$ cat src/inc/qenc_pkg.sv
// Purpose: Shared constants for the quadrature encoder counter bank.
// Assumes: One system clock at 100 MHz.
// Notes:   Timing figures are held in their own units and converted here.
package qenc_pkg;

	// ------------------------------------------------------------------
	// Geometry
	// ------------------------------------------------------------------
	localparam int unsigned CHAN_COUNT   = 4;
	localparam int unsigned CHAN_COMMUT  = 3;
	localparam int unsigned POS_WIDTH    = 24;
	localparam logic [23:0] POS_RESET    = 24'h000000;

	// ------------------------------------------------------------------
	// Timing
	// ------------------------------------------------------------------
	localparam int unsigned CLK_PERIOD_NS  = 10;
	localparam int unsigned SERVO_MIN_NS   = 884000;
	localparam int unsigned SERVO_CYCLES   =
		(SERVO_MIN_NS + CLK_PERIOD_NS - 1) / CLK_PERIOD_NS;
	localparam int unsigned CNT_WIDTH      = 17;

	// Step decoded from one pair of samples.
	typedef enum logic [1:0] {STEP_NONE, STEP_UP, STEP_DOWN, STEP_ERR}
		step_t;

endpackage : qenc_pkg

$ cat src/hw/qenc_decoder.sv
// Purpose: One quadrature channel: edge decode and 24-bit accumulation.
// Assumes: Phase inputs are squared, synchronous to clk_sys.
// Notes:   Illegal double transitions are flagged and not counted.
`timescale 1ns/1ps
module qenc_decoder
	import qenc_pkg::*;
(
	// Clock and reset
	input  wire logic                 clk_sys,
	input  wire logic                 nrst,
	input  wire logic                 clk_en,
	// Encoder phases
	input  wire logic                 phase_a,
	input  wire logic                 phase_b,
	// Result
	output logic [POS_WIDTH-1:0]      position,
	output logic                      step_error
);

	logic [1:0]            prev_reg;
	logic [1:0]            prev_next;
	logic [POS_WIDTH-1:0]  pos_reg;
	logic [POS_WIDTH-1:0]  pos_next;
	logic                  err_reg;
	logic                  err_next;
	step_t                 step;

	// ------------------------------------------------------------------
	// Decode
	// ------------------------------------------------------------------
	// Every change of either phase is one count, giving fourfold
	// resolution; the direction follows which phase leads.
	always_comb
	begin
		logic [3:0] code;
		code = {prev_reg, phase_a, phase_b};
		unique case (code)
			4'h1, 4'h7, 4'hE, 4'h8: step = STEP_UP;
			4'h2, 4'hB, 4'hD, 4'h4: step = STEP_DOWN;
			4'h3, 4'hC, 4'h6, 4'h9: step = STEP_ERR;
			default:                step = STEP_NONE;
		endcase
	end

	always_comb
	begin
		prev_next = {phase_a, phase_b};
		pos_next  = pos_reg;
		err_next  = 1'b0;
		unique case (step)
			STEP_UP:   pos_next = pos_reg + 24'h000001;
			STEP_DOWN: pos_next = pos_reg - 24'h000001;
			STEP_ERR:  err_next = 1'b1;
			STEP_NONE: pos_next = pos_reg;
		endcase
	end

	always_ff @(posedge clk_sys or negedge nrst)
	begin
		if (!nrst)
		begin
			prev_reg <= 2'h0;
			pos_reg  <= POS_RESET;
			err_reg  <= 1'b0;
		end
		else if (clk_en)
		begin
			prev_reg <= prev_next;
			pos_reg  <= pos_next;
			err_reg  <= err_next;
		end
	end

	assign position   = pos_reg;
	assign step_error = err_reg;

	// ------------------------------------------------------------------
	// Checks
	// ------------------------------------------------------------------
	AST_UP_ONE: assert property (@(posedge clk_sys) disable iff (!nrst)
		clk_en && step == STEP_UP |=> pos_reg == $past(pos_reg) + 24'h000001)
		else $error("Up step did not add one.");
	AST_DOWN_ONE: assert property (@(posedge clk_sys) disable iff (!nrst)
		clk_en && step == STEP_DOWN |=> pos_reg == $past(pos_reg) - 24'h000001)
		else $error("Down step did not subtract one.");
	AST_HOLD: assert property (@(posedge clk_sys) disable iff (!nrst)
		!clk_en || step == STEP_NONE || step == STEP_ERR |=> $stable(pos_reg))
		else $error("Position moved without a step.");
	AST_WRAP: assert property (@(posedge clk_sys) disable iff (!nrst)
		clk_en && step == STEP_UP && pos_reg == 24'hFFFFFF
		|=> pos_reg == 24'h000000)
		else $error("Counter did not wrap at the top.");

endmodule : qenc_decoder

$ cat src/hw/qenc_bank.sv
// Purpose: Bank of four quadrature encoder position counters.
// Assumes: Phase inputs squared and synchronous; reader samples freely.
// Notes:   Position outputs are registered copies of each live counter.
//
// Function
// Four channels; channel three drives commutation.
// Phase order sets count up or down.
// Count both edges of both phases.
// Accumulate into 24-bit counters, always readable.
// Reader samples at each servo tick, extends to 48 bits.
// Encoder phases quarter-cycle apart, squared logic.
// Reader samples no faster than minimum period.
// Periodic tick paces the servo reads.
// Position encoders 4000 lines, commutation 1000.
// Counters reset to zero, wrap two's complement.
`timescale 1ns/1ps
module qenc_bank
	import qenc_pkg::*;
#(
	parameter int unsigned SERVO_PERIOD = SERVO_CYCLES
)
(
	// Clock and reset
	input  wire logic                         clk_sys,
	input  wire logic                         nrst,
	input  wire logic                         clk_en,
	// Encoder phases, one bit per channel
	input  wire logic [CHAN_COUNT-1:0]        enc_a,
	input  wire logic [CHAN_COUNT-1:0]        enc_b,
	// Position counters
	output logic [CHAN_COUNT*POS_WIDTH-1:0]   position,
	output logic [POS_WIDTH-1:0]              commut_position,
	// Status
	output logic [CHAN_COUNT-1:0]             phase_error,
	output logic                              servo_tick
);

	logic [CHAN_COUNT*POS_WIDTH-1:0]  live;
	logic [CHAN_COUNT-1:0]            err_live;
	logic [CHAN_COUNT*POS_WIDTH-1:0]  pos_reg;
	logic [CHAN_COUNT*POS_WIDTH-1:0]  pos_next;
	logic [POS_WIDTH-1:0]             com_reg;
	logic [POS_WIDTH-1:0]             com_next;
	logic [CHAN_COUNT-1:0]            perr_reg;
	logic [CHAN_COUNT-1:0]            perr_next;
	logic [CNT_WIDTH-1:0]             tick_cnt_reg;
	logic [CNT_WIDTH-1:0]             tick_cnt_next;
	logic                             tick_reg;
	logic                             tick_next;
	logic [CNT_WIDTH-1:0]             gap_reg;
	logic [CNT_WIDTH-1:0]             gap_next;

	// ------------------------------------------------------------------
	// Channels
	// ------------------------------------------------------------------
	for (genvar i = 0; i < CHAN_COUNT; i++)
	begin : g_chan
		qenc_decoder u_dec (
			.clk_sys    (clk_sys),
			.nrst       (nrst),
			.clk_en     (clk_en),
			.phase_a    (enc_a[i]),
			.phase_b    (enc_b[i]),
			.position   (live[i*POS_WIDTH +: POS_WIDTH]),
			.step_error (err_live[i])
		);
	end

	// ------------------------------------------------------------------
	// Output registers and servo pacing tick
	// ------------------------------------------------------------------
	// The reader sees a copy one cycle behind the counter, so a read
	// never stalls counting; the wrap lets the reader extend to wider
	// words as long as it samples often enough.
	always_comb
	begin
		pos_next  = live;
		com_next  = live[CHAN_COMMUT*POS_WIDTH +: POS_WIDTH];
		perr_next = perr_reg | err_live;
		tick_next = 1'b0;
		if (tick_cnt_reg == CNT_WIDTH'(SERVO_PERIOD - 1))
		begin
			tick_cnt_next = '0;
			tick_next     = 1'b1;
		end
		else
			tick_cnt_next = tick_cnt_reg + 1'b1;
		// Sticky phase errors clear on each tick, new errors win.
		if (tick_reg)
			perr_next = err_live;
	end

	always_ff @(posedge clk_sys or negedge nrst)
	begin
		if (!nrst)
		begin
			pos_reg      <= {CHAN_COUNT{POS_RESET}};
			com_reg      <= POS_RESET;
			perr_reg     <= '0;
			tick_cnt_reg <= '0;
			tick_reg     <= 1'b0;
		end
		else if (clk_en)
		begin
			pos_reg      <= pos_next;
			com_reg      <= com_next;
			perr_reg     <= perr_next;
			tick_cnt_reg <= tick_cnt_next;
			tick_reg     <= tick_next;
		end
	end

	assign position        = pos_reg;
	assign commut_position = com_reg;
	assign phase_error     = perr_reg;
	assign servo_tick      = tick_reg;

	// ------------------------------------------------------------------
	// Reader contract
	// ------------------------------------------------------------------
	// The counters wrap rather than saturate, so the reader widens them by
	// adding the signed difference between two samples. That only works
	// while less than half the counter range passes between two reads;
	// the servo tick paces reads far inside that limit.
	// There is no read strobe: the reader may sample on any cycle, and a
	// read can never hold up counting.

	// ------------------------------------------------------------------
	// Checks
	// ------------------------------------------------------------------
	AST_COPY: assert property (@(posedge clk_sys) disable iff (!nrst)
		clk_en |=> pos_reg == $past(live))
		else $error("Output copy lags the counters wrongly.");
	AST_COMMUT: assert property (@(posedge clk_sys) disable iff (!nrst)
		com_reg == pos_reg[CHAN_COMMUT*POS_WIDTH +: POS_WIDTH])
		else $error("Commutation output differs from channel three.");
	AST_TICK_PULSE: assert property (@(posedge clk_sys) disable iff (!nrst)
		tick_reg && clk_en |=> !tick_reg)
		else $error("Servo tick longer than one cycle.");
	AST_TICK_CAUSE: assert property (@(posedge clk_sys) disable iff (!nrst)
		$rose(tick_reg) |-> $past(tick_cnt_reg) == CNT_WIDTH'(SERVO_PERIOD - 1))
		else $error("Servo tick at wrong count.");

	AST_TICK_RANGE: assert property (@(posedge clk_sys) disable iff (!nrst)
		tick_cnt_reg < CNT_WIDTH'(SERVO_PERIOD))
		else $error("Servo tick counter ran past its period.");

	AST_FREEZE: assert property (@(posedge clk_sys) disable iff (!nrst)
		!clk_en |=> $stable(pos_reg) && $stable(com_reg)
			&& $stable(perr_reg) && $stable(tick_cnt_reg)
			&& $stable(tick_reg))
		else $error("State moved while the clock enable was low.");

	// ------------------------------------------------------------------
	// Phase error flags
	// ------------------------------------------------------------------
	// A fresh error in the tick cycle must survive the clear, or the
	// reader could miss a fault that lands exactly on its sample.
	// Flags only ever rise because a decoder reported a double step.
	AST_PERR_SET: assert property (@(posedge clk_sys) disable iff (!nrst)
		clk_en |=> (perr_reg & $past(err_live)) == $past(err_live))
		else $error("A new phase error was lost.");

	AST_PERR_CLEAR: assert property (@(posedge clk_sys) disable iff (!nrst)
		clk_en && tick_reg |=> perr_reg == $past(err_live))
		else $error("Phase errors did not clear on the tick.");

	AST_PERR_KEEP: assert property (@(posedge clk_sys) disable iff (!nrst)
		clk_en && !tick_reg
		|=> perr_reg == ($past(perr_reg) | $past(err_live)))
		else $error("Phase errors did not stay sticky.");

	AST_PERR_SPUR: assert property (@(posedge clk_sys) disable iff (!nrst)
		clk_en
		|=> (perr_reg & ~$past(perr_reg) & ~$past(err_live)) == '0)
		else $error("A phase error rose without a cause.");

	// ------------------------------------------------------------------
	// Per-channel counting
	// ------------------------------------------------------------------
	// Each decoder takes at most one step per sample, so a copy can move
	// by one count at most between two enabled cycles.
	for (genvar j = 0; j < CHAN_COUNT; j++)
	begin : g_chk
		AST_ONE_COUNT: assert property (@(posedge clk_sys)
			disable iff (!nrst)
			clk_en |=> (pos_reg[j*POS_WIDTH +: POS_WIDTH]
				- $past(pos_reg[j*POS_WIDTH +: POS_WIDTH]))
				inside {24'h000000, 24'h000001, 24'hFFFFFF})
			else $error("A counter moved by more than one count.");

		AST_ERR_NO_COUNT: assert property (@(posedge clk_sys)
			disable iff (!nrst)
			err_live[j] |-> live[j*POS_WIDTH +: POS_WIDTH]
				== $past(live[j*POS_WIDTH +: POS_WIDTH]))
			else $error("A double transition was counted.");
	end

	// ------------------------------------------------------------------
	// Independent tick spacing
	// ------------------------------------------------------------------
	// This count of enabled cycles shares nothing with the tick counter,
	// so a wrong period cannot hide behind the logic that it checks.
	// It exists for the check alone and drives no output.
	always_comb
	begin
		if (tick_reg)
			gap_next = CNT_WIDTH'(1);
		else
			gap_next = gap_reg + 1'b1;
	end

	always_ff @(posedge clk_sys or negedge nrst)
	begin
		if (!nrst)
			gap_reg <= '0;
		else if (clk_en)
			gap_reg <= gap_next;
	end

	AST_TICK_GAP: assert property (@(posedge clk_sys) disable iff (!nrst)
		$rose(tick_reg) |-> gap_reg == CNT_WIDTH'(SERVO_PERIOD))
		else $error("Servo ticks not one period apart.");

endmodule : qenc_bank

$ cat config.mk
export PLATFORM = sky130hd
export DESIGN_NAME = qenc_bank
export DESIGN_NICKNAME = d
export VERILOG_FILES = /design/src/inc/qenc_pkg.sv /design/src/hw/qenc_decoder.sv /design/src/hw/qenc_bank.sv
export SDC_FILE = /design/constraint.sdc
export NUM_CORES = 1
export LEC_CHECK = 0
export BUFFER_PORTS_ARGS = -buffer_cell sky130_fd_sc_hd__buf_2
export CORE_MARGIN = 5
export CORE_UTILIZATION = 50
export DETAILED_ROUTE_END_ITERATION = 10
export GPL_TIMING_DRIVEN = 0
export MAX_ROUTING_LAYER = met4
export PLACE_DENSITY = 0.69
export SLEW_MARGIN = 20
export SYNTH_ARGS = -nofsm -noshare
export SYNTH_HDL_FRONTEND = slang
export SYNTH_SLANG_ARGS = --single-unit
$ cat constraint.sdc
create_clock -name clk_sys -period 7.31 [get_ports clk_sys]
set_input_delay 0.731 -clock clk_sys [delete_from_list [all_inputs] [get_ports clk_sys]]
set_output_delay 0.731 -clock clk_sys [all_outputs]
set_load 0.01 [all_outputs]
==> summary.txt, run 1 <==
status: finished clean
number of global-route vias before repair: 13710
number of detailed-route iterations in the first pass: 6
DRC violations left: 0
critical path data required time: 7760 ps
total power: 6921 uW
number of post-CTS setup repair buffers: 0
number of standard cells in the layout, taps in and fillers out: 2312
maximum vdd drop: 0.2584 mV
Synth warnings: 0
TritonCTS clock tree: done
area taken by flip-flops and latches: 5655 sq um
number of max-cap violations: 0
via count of the routed design: 14090
GRT overflow: 0
cells along the critical path: nand2_1 > o21ai_0 > o21ai_0 > ha_1 > clkbuf_1 > clkbuf_1 > buf_2 > buf_1 > clkbuf_1 > xor2_1 > ha_1 > nor3b_1 > o21ai_0 > a21oi_1 > o221ai_1 > a21oi_1 > nor3b_1 > xor2_1
R2R Setup Slk: 1290 ps
pwr dens: 396.6 nW/um^2
area after detailed placement: 16460 sq um
via count normalized by instance count: 6.092
Setup Skew: 17.45 ps
Tcrit/Tclk final: 0.8232
boundary pin count: 136
Mapped Area: 15230 sq um
number of clock buffers inserted by TritonCTS: 27
HPWL after detailed placement: 30.45 mm
internal power summed over all cells: 4084 uW
detailed-route wire length: 42.90 mm
total number of nets in the final design: 1928
count of final hold-check violations: 0
Skew-Pair Late Insertion Delay: 540 ps
Area Growth Syn to Fin: 14.63%
area inside the core boundary: 29870 sq um
post-synthesis sequential area ratio: 0.3714
switching part of the total: 0.4099
power share of the sequential group: 0.310
GRT Overall Usage: 0.2552
synthesized net count: 1763
Main synth FF type: sky130_fd_sc_hd__dfrtp_1
Netlist cell types: 83
master of the slowest instance on the critical path: sky130_fd_sc_hd__o221ai_1
type of the setup path with the least slack: register to register
footprint of the multi-input gates: 8701 sq um
Crit path arrival time: 6470 ps
count of fill cells added during filler insertion: 2758
power spent charging and discharging nets: 2837 uW
hold-fix buffer count after cts: 0
WP buf/inv: 5
Worst Max-Slew Pin Slew: 901.4 ps
highest attainable clock frequency: 166.2 MHz
Final Slew Violations: 0
synthesized instance count: 1735
count of antenna-violating nets left after detailed routing: 0
pin count of the biggest net entering global routing: 99
Clock power frac: 0.215
standby leakage power: 0.006928 uW
area enclosed by the die boundary: 34040 sq um
launching element type of the critical path: register
global-route wire length before repair: 70.73 mm
maximum single-stage delay on the critical path: 600 ps
flip-flop and latch count after synthesis: 226
number of enable-type register cells in the synthesized netlist: 0
Setup violations, final: 0
Starting Density: 0.5097
Die W: 184.5 um
cell chosen for the clock root: sky130_fd_sc_hd__clkbuf_16
DRC violation total after the first TritonRoute iteration: 1290
cell family with most CP delay: buffers and inverters
CTS Buffer Depth: 3
worst hold path type: input pin to asynchronous set/reset pin
nature of the critical path endpoint: register
mean routed wirelength per cell: 18.56 um
final weighted congestion in routability-driven placement: 0.9533
Finished Cell Area: 17450 sq um
cts repair resizes: 0
Post-Place Cells: 2261
Sum Neg Setup Slack: 0 ps
share of layout cells above drive strength 1: 0.1781
part of the power in combinational logic: 0.475
number of standard-cell rows in the floorplan: 63
CTS H-tree lvls: 1
RSZ-0062 raised after global routing: false
clock slew seen by the registers of the worst setup and hold paths: 60 ps
Async SR Flop Fraction: 1.000
vertical die dimension: 184.5 um
Crit Path Max Fanout: 10
syn avg cell area: 8.776 sq um
worst slew slack as a fraction of its limit: 0.3968
initial antenna violation count: 2
number of buffers inserted by port buffering: 134
min Tclk post-route: 6018 ps
fraction of the core area covered by cells at the end of the flow: 0.5842
TritonCTS sink count: 226
==> cell type report <==
type                       instances  area share
multi-input combinational       1304      0.4985
sequential                       226      0.3240
buffer                           181     0.04502
timing repair buffer             136     0.04215
clock buffer                      31     0.04129
tap                              390     0.02796
clock inverter                    18     0.01556
inverter                          24    0.005162
antenna                            2   0.0002868
==> through the flow <==
| stage | setup slack [ps] | hold slack (ps) |
|---|---|---|
| floorplan | 2733 | 435.4 |
| global placement | 1033 | 458.8 |
| detailed placement | 981.8 | 476.2 |
| CTS | 1397 | 137.1 |
| global route | 886.0 | 164.7 |
| finish | 1292 | 125.6 |
==> worst paths after layout <==
path	to	cells after the start	start
max in group asynchronous	g_chan[1].u_dec.position[13]	2	nrst
max reg2reg	g_chan[1].u_dec.position[14]	18	g_chan[1].u_dec.prev_reg[1]
min in group clk_sys	g_chan[2].u_dec.position[23]	1	g_chan[2].u_dec.position[23]
min reg2reg	g_chan[2].u_dec.position[23]	1	g_chan[2].u_dec.position[23]
min	g_chan[2].u_dec.position[9]	1	nrst
max	g_chan[1].u_dec.position[14]	18	g_chan[1].u_dec.prev_reg[1]
==> kinds of logic (layout without fill, tap and decap cells) <==
family | count (synthesis) | after routing | synth area share
other | 0 | 2 | 0
AND/OR/NAND/NOR | 595 | 595 | 0.2043
flip-flops | 226 | 226 | 0.3714
AO/OA/AOI/OAI | 451 | 451 | 0.1952
adder cells (fa/ha/maj) | 17 | 17 | 0.01397
multiplexers | 122 | 122 | 0.08916
buffers and inverters | 205 | 390 | 0.05752
XOR/XNOR | 119 | 119 | 0.06845
==> Yosys cell counts (all sizes together), types with 8 or more instances <==
cell type,instances,area share
nand4,17,0.0070
o21ai,147,0.048
and4b,9,0.0059
nor2b,20,0.0082
nand3,55,0.018
nor4,14,0.0058
a22oi,8,0.0039
o21a,27,0.013
a21oi,81,0.027
nor3b,17,0.0084
and3,9,0.0037
or3,32,0.013
o22ai,13,0.0053
nand2b,17,0.0070
nand2,141,0.035
xnor2,86,0.049
buf,40,0.017
and2,17,0.0070
nor2,108,0.027
clkbuf,141,0.035
a32oi,12,0.0069
a211oi,14,0.0069
nand3b,15,0.0074
xor2,33,0.019
a21o,19,0.0094
o31a,20,0.012
nor3,75,0.025
mux2i,13,0.0085
or4,9,0.0044
o221ai,8,0.0046
and3b,13,0.0075
mux2,109,0.081
o211ai,10,0.0049
ha,17,0.014
inv,24,0.0059
dfrtp,226,0.37
==> power groups by stage <==
stage / sequential, uW / clock (uW) / combinational [uW]
2_1_floorplan: 2210 / 0 / 2200
3_3_place_gp: 2140 / 0 / 3180
3_5_place_dp: 2160 / 0 / 3250
4_1_cts: 2150 / 1520 / 3270
5_1_grt: 2220 / 1570 / 3630
6_report: 2150 / 1490 / 3290
==> layout by cell type (no fill, tap or decap), types with 10 or more instances in the layout <==
| cell | netlist | routed |
|---|---|---|
| sky130_fd_sc_hd__nand2_1 | 141 | 141 |
| sky130_fd_sc_hd__dfrtp_1 | 226 | 226 |
| sky130_fd_sc_hd__xnor2_1 | 86 | 86 |
| sky130_fd_sc_hd__o21ai_0 | 134 | 134 |
| sky130_fd_sc_hd__o21ai_1 | 13 | 13 |
| sky130_fd_sc_hd__nand2b_1 | 17 | 17 |
| sky130_fd_sc_hd__nor3_1 | 75 | 75 |
| sky130_fd_sc_hd__buf_1 | 10 | 10 |
| sky130_fd_sc_hd__a21o_1 | 19 | 19 |
| sky130_fd_sc_hd__buf_2 | 4 | 137 |
| sky130_fd_sc_hd__inv_1 | 22 | 22 |
| sky130_fd_sc_hd__nand3_1 | 55 | 55 |
| sky130_fd_sc_hd__ha_1 | 17 | 17 |
| sky130_fd_sc_hd__nor2_1 | 108 | 108 |
| sky130_fd_sc_hd__a21oi_1 | 81 | 81 |
| sky130_fd_sc_hd__nand4_1 | 17 | 17 |
| sky130_fd_sc_hd__nor3b_1 | 17 | 17 |
| sky130_fd_sc_hd__and2_1 | 16 | 16 |
| sky130_fd_sc_hd__o22ai_1 | 13 | 13 |
| sky130_fd_sc_hd__nand3b_1 | 15 | 15 |
| sky130_fd_sc_hd__a32oi_1 | 12 | 12 |
| sky130_fd_sc_hd__a211oi_1 | 14 | 14 |
| sky130_fd_sc_hd__o31a_1 | 20 | 20 |
| sky130_fd_sc_hd__buf_4 | 25 | 25 |
| sky130_fd_sc_hd__o21a_1 | 27 | 27 |
| sky130_fd_sc_hd__mux2_2 | 109 | 109 |
| sky130_fd_sc_hd__clkbuf_16 | 0 | 27 |
| sky130_fd_sc_hd__and3b_1 | 13 | 13 |
| sky130_fd_sc_hd__or3_1 | 32 | 32 |
| sky130_fd_sc_hd__nor2b_1 | 20 | 20 |
| sky130_fd_sc_hd__clkbuf_1 | 141 | 142 |
| sky130_fd_sc_hd__nor4_1 | 14 | 13 |
| sky130_fd_sc_hd__o211ai_1 | 10 | 10 |
| sky130_fd_sc_hd__mux2i_1 | 13 | 13 |
| sky130_fd_sc_hd__xor2_1 | 33 | 33 |
==> routing by layer <==
layer  wire (um)  up-vias  track usage
met3        2965       91      0.03592
met1       18880     6803       0.3448
met5           0        -            -
met4        1141        0      0.07217
li1            -     6617            -
met2       19910      574       0.4042
Power figures use the tool's default switching activity.
==> run 2: changes to the inputs <==
==> constraint.sdc (replaced) <==
create_clock -name clk_sys -period 5.61 [get_ports clk_sys]
set_input_delay 0.561 -clock clk_sys [delete_from_list [all_inputs] [get_ports clk_sys]]
set_output_delay 0.561 -clock clk_sys [all_outputs]
set_load 0.01 [all_outputs]
==> run 2 against run 1 <==
- clock power is 30% higher
- fmax rose by 14%
- total power increased by 30%
==> summary.txt, run 2 (synthesis gave the netlist of run 1 again) <==
detailed-route wire length: 42.81 mm
TritonCTS clock tree: done
pin count of the biggest net entering global routing: 99
Crit Path Max Fanout: 10
number of max-cap violations: 0
number of standard-cell rows in the floorplan: 63
status: finished clean
min Tclk post-route: 5287 ps
commonest cells after routing, fill and taps aside: 226 x sky130_fd_sc_hd__dfrtp_1, 141 x sky130_fd_sc_hd__nand2_1, 138 x sky130_fd_sc_hd__clkbuf_1
number of clock buffers inserted by TritonCTS: 27
number of global-route vias before repair: 13720
Skew-Pair Late Insertion Delay: 540 ps
total power: 9018 uW
Min-Delay Startpoint: enc_b[3]
Area Growth Syn to Fin: 14.73%
final setup margin: 323.3 ps
via count normalized by instance count: 6.102
DP Worst Slack: -548.2 ps
HPWL after detailed placement: 30.45 mm
RSZ-0062 raised after global routing: false
clock slew seen by the registers of the worst setup and hold paths: 60 ps
number of post-CTS setup repair buffers: 0
Starting Density: 0.5097
cell chosen for the clock root: sky130_fd_sc_hd__clkbuf_16
number of stages on the worst hold path: 2
pwr dens: 516.2 nW/um^2
TritonCTS sink count: 226
area inside the core boundary: 29870 sq um
standby leakage power: 0.006943 uW
count of final hold-check violations: 0
global routing met2 resource utilization: 0.4047
Setup Skew: 18.15 ps
GRT overflow: 0
CTS H-tree lvls: 1
boundary pin count: 136
maximum vdd drop: 0.3365 mV
Setup violations, final: 0
DRC violations left: 0
launching element type of the critical path: register
leading cell type in the layout, fill and taps excluded: sky130_fd_sc_hd__dfrtp_1
Crit path arrival time: 5730 ps
type of the setup path with the least slack: register to register
area enclosed by the die boundary: 34040 sq um
DRC violation total after the first TritonRoute iteration: 1295
Reg2Reg Depth: 17
Sum Neg Setup Slack: 0 ps
final-layout worst hold slack: 322.0 ps
worst hold path type: input pin to register
number of detailed-route iterations in the first pass: 5
number of buffers inserted by port buffering: 134
Final Slew Violations: 0
Finished Cell Area: 17470 sq um
global-route track usage on met3: 0.03592
share of layout cells above drive strength 1: 0.1808
worst slew slack as a fraction of its limit: 0.4165
highest attainable clock frequency: 189.2 MHz
via count of the routed design: 14100
initial antenna violation count: 2
Die W: 184.5 um
CTS Buffer Depth: 3
vertical die dimension: 184.5 um
GRT Overall Usage: 0.2554
Worst Max-Slew Pin Slew: 872.1 ps
total number of nets in the final design: 1927
critical path data required time: 6060 ps
worst flop-to-flop path startpoint: g_chan[0].u_dec.prev_reg[1]
global-route wire length before repair: 70.78 mm
mean routed wirelength per cell: 18.52 um
timing startpoint of the critical path: g_chan[0].u_dec.prev_reg[1]
area after detailed placement: 16460 sq um
Tcrit/Tclk final: 0.9424
count of antenna-violating nets left after detailed routing: 0
nature of the critical path endpoint: register
global routing usage on met1: 0.3447
GRT Max-Usage Layer: met2
final weighted congestion in routability-driven placement: 0.9533
-- run 2: path summary, 6_finish.rpt --
check                                                    end  slack, ps
worst max-delay path            g_chan[0].u_dec.position[22]        320
worst min-delay path             g_chan[3].u_dec.prev_reg[0]        320
worst max register to register  g_chan[0].u_dec.position[22]        320
worst min register to register  g_chan[2].u_dec.position[23]        480
max in group asynchronous       g_chan[1].u_dec.position[13]       4210
min in group asynchronous        g_chan[2].u_dec.position[9]        550
-- run 2: cell type report --
| class | instances | area, sq um |
|---|---|---|
| tap | 390 | 488.0 |
| inverter | 24 | 90.09 |
| clock inverter | 18 | 271.5 |
| buffer | 179 | 785.8 |
| multi-input combinational | 1304 | 8707 |
| timing repair buffer | 137 | 745.7 |
| sequential | 226 | 5655 |
| fill | 2757 | 12410 |
| antenna | 2 | 5.005 |
| clock buffer | 31 | 720.7 |
-- run 2: power by group --
part	switching, uW	total, uW	internal (uW)	leakage, uW
clock network	697	1940	1240	0.000494
logic	2530	4290	1750	0.00382
registers	464	2800	2330	0.00263
total	3700	9020	5320	0.00694
-- run 2: repair_timing --
item | in CTS | in global routing
hold buffers | 1 | 0
endpoints found under the setup margin | 6 | 15
hold endpoints to repair | 58 | 0
resized for setup | 3 | 5
-- run 2: metal layers --
layer,part of all wire,vias up
met1,0.44,6822
li1,-,6621
met2,0.47,569
met3,0.072,90
met4,0.027,0
met5,0,-
-- run 2: per-stage QoR --
stage,instances,util
floorplan,1735,-
global placement,2259,0.5484
detailed placement,2261,0.5508
CTS,2311,0.5847
global route,2311,0.5847
finish,2311,0.5847
-- run 2: critical path: stages, from the launching register on --
cell                       delay, ps
sky130_fd_sc_hd__dfrtp_1         400
sky130_fd_sc_hd__nand2_1         100
sky130_fd_sc_hd__o21ai_0          80
sky130_fd_sc_hd__o21ai_0         320
sky130_fd_sc_hd__ha_1            460
sky130_fd_sc_hd__clkbuf_1        430
sky130_fd_sc_hd__clkbuf_1        460
sky130_fd_sc_hd__clkbuf_1        450
sky130_fd_sc_hd__clkbuf_1        580
sky130_fd_sc_hd__xor2_1          220
sky130_fd_sc_hd__ha_1            210
sky130_fd_sc_hd__nor3b_1         190
sky130_fd_sc_hd__o21ai_0         170
sky130_fd_sc_hd__a22oi_1         410
sky130_fd_sc_hd__o21a_1          240
sky130_fd_sc_hd__nor4_1           70
sky130_fd_sc_hd__nor3_1          260
sky130_fd_sc_hd__xnor2_1         150
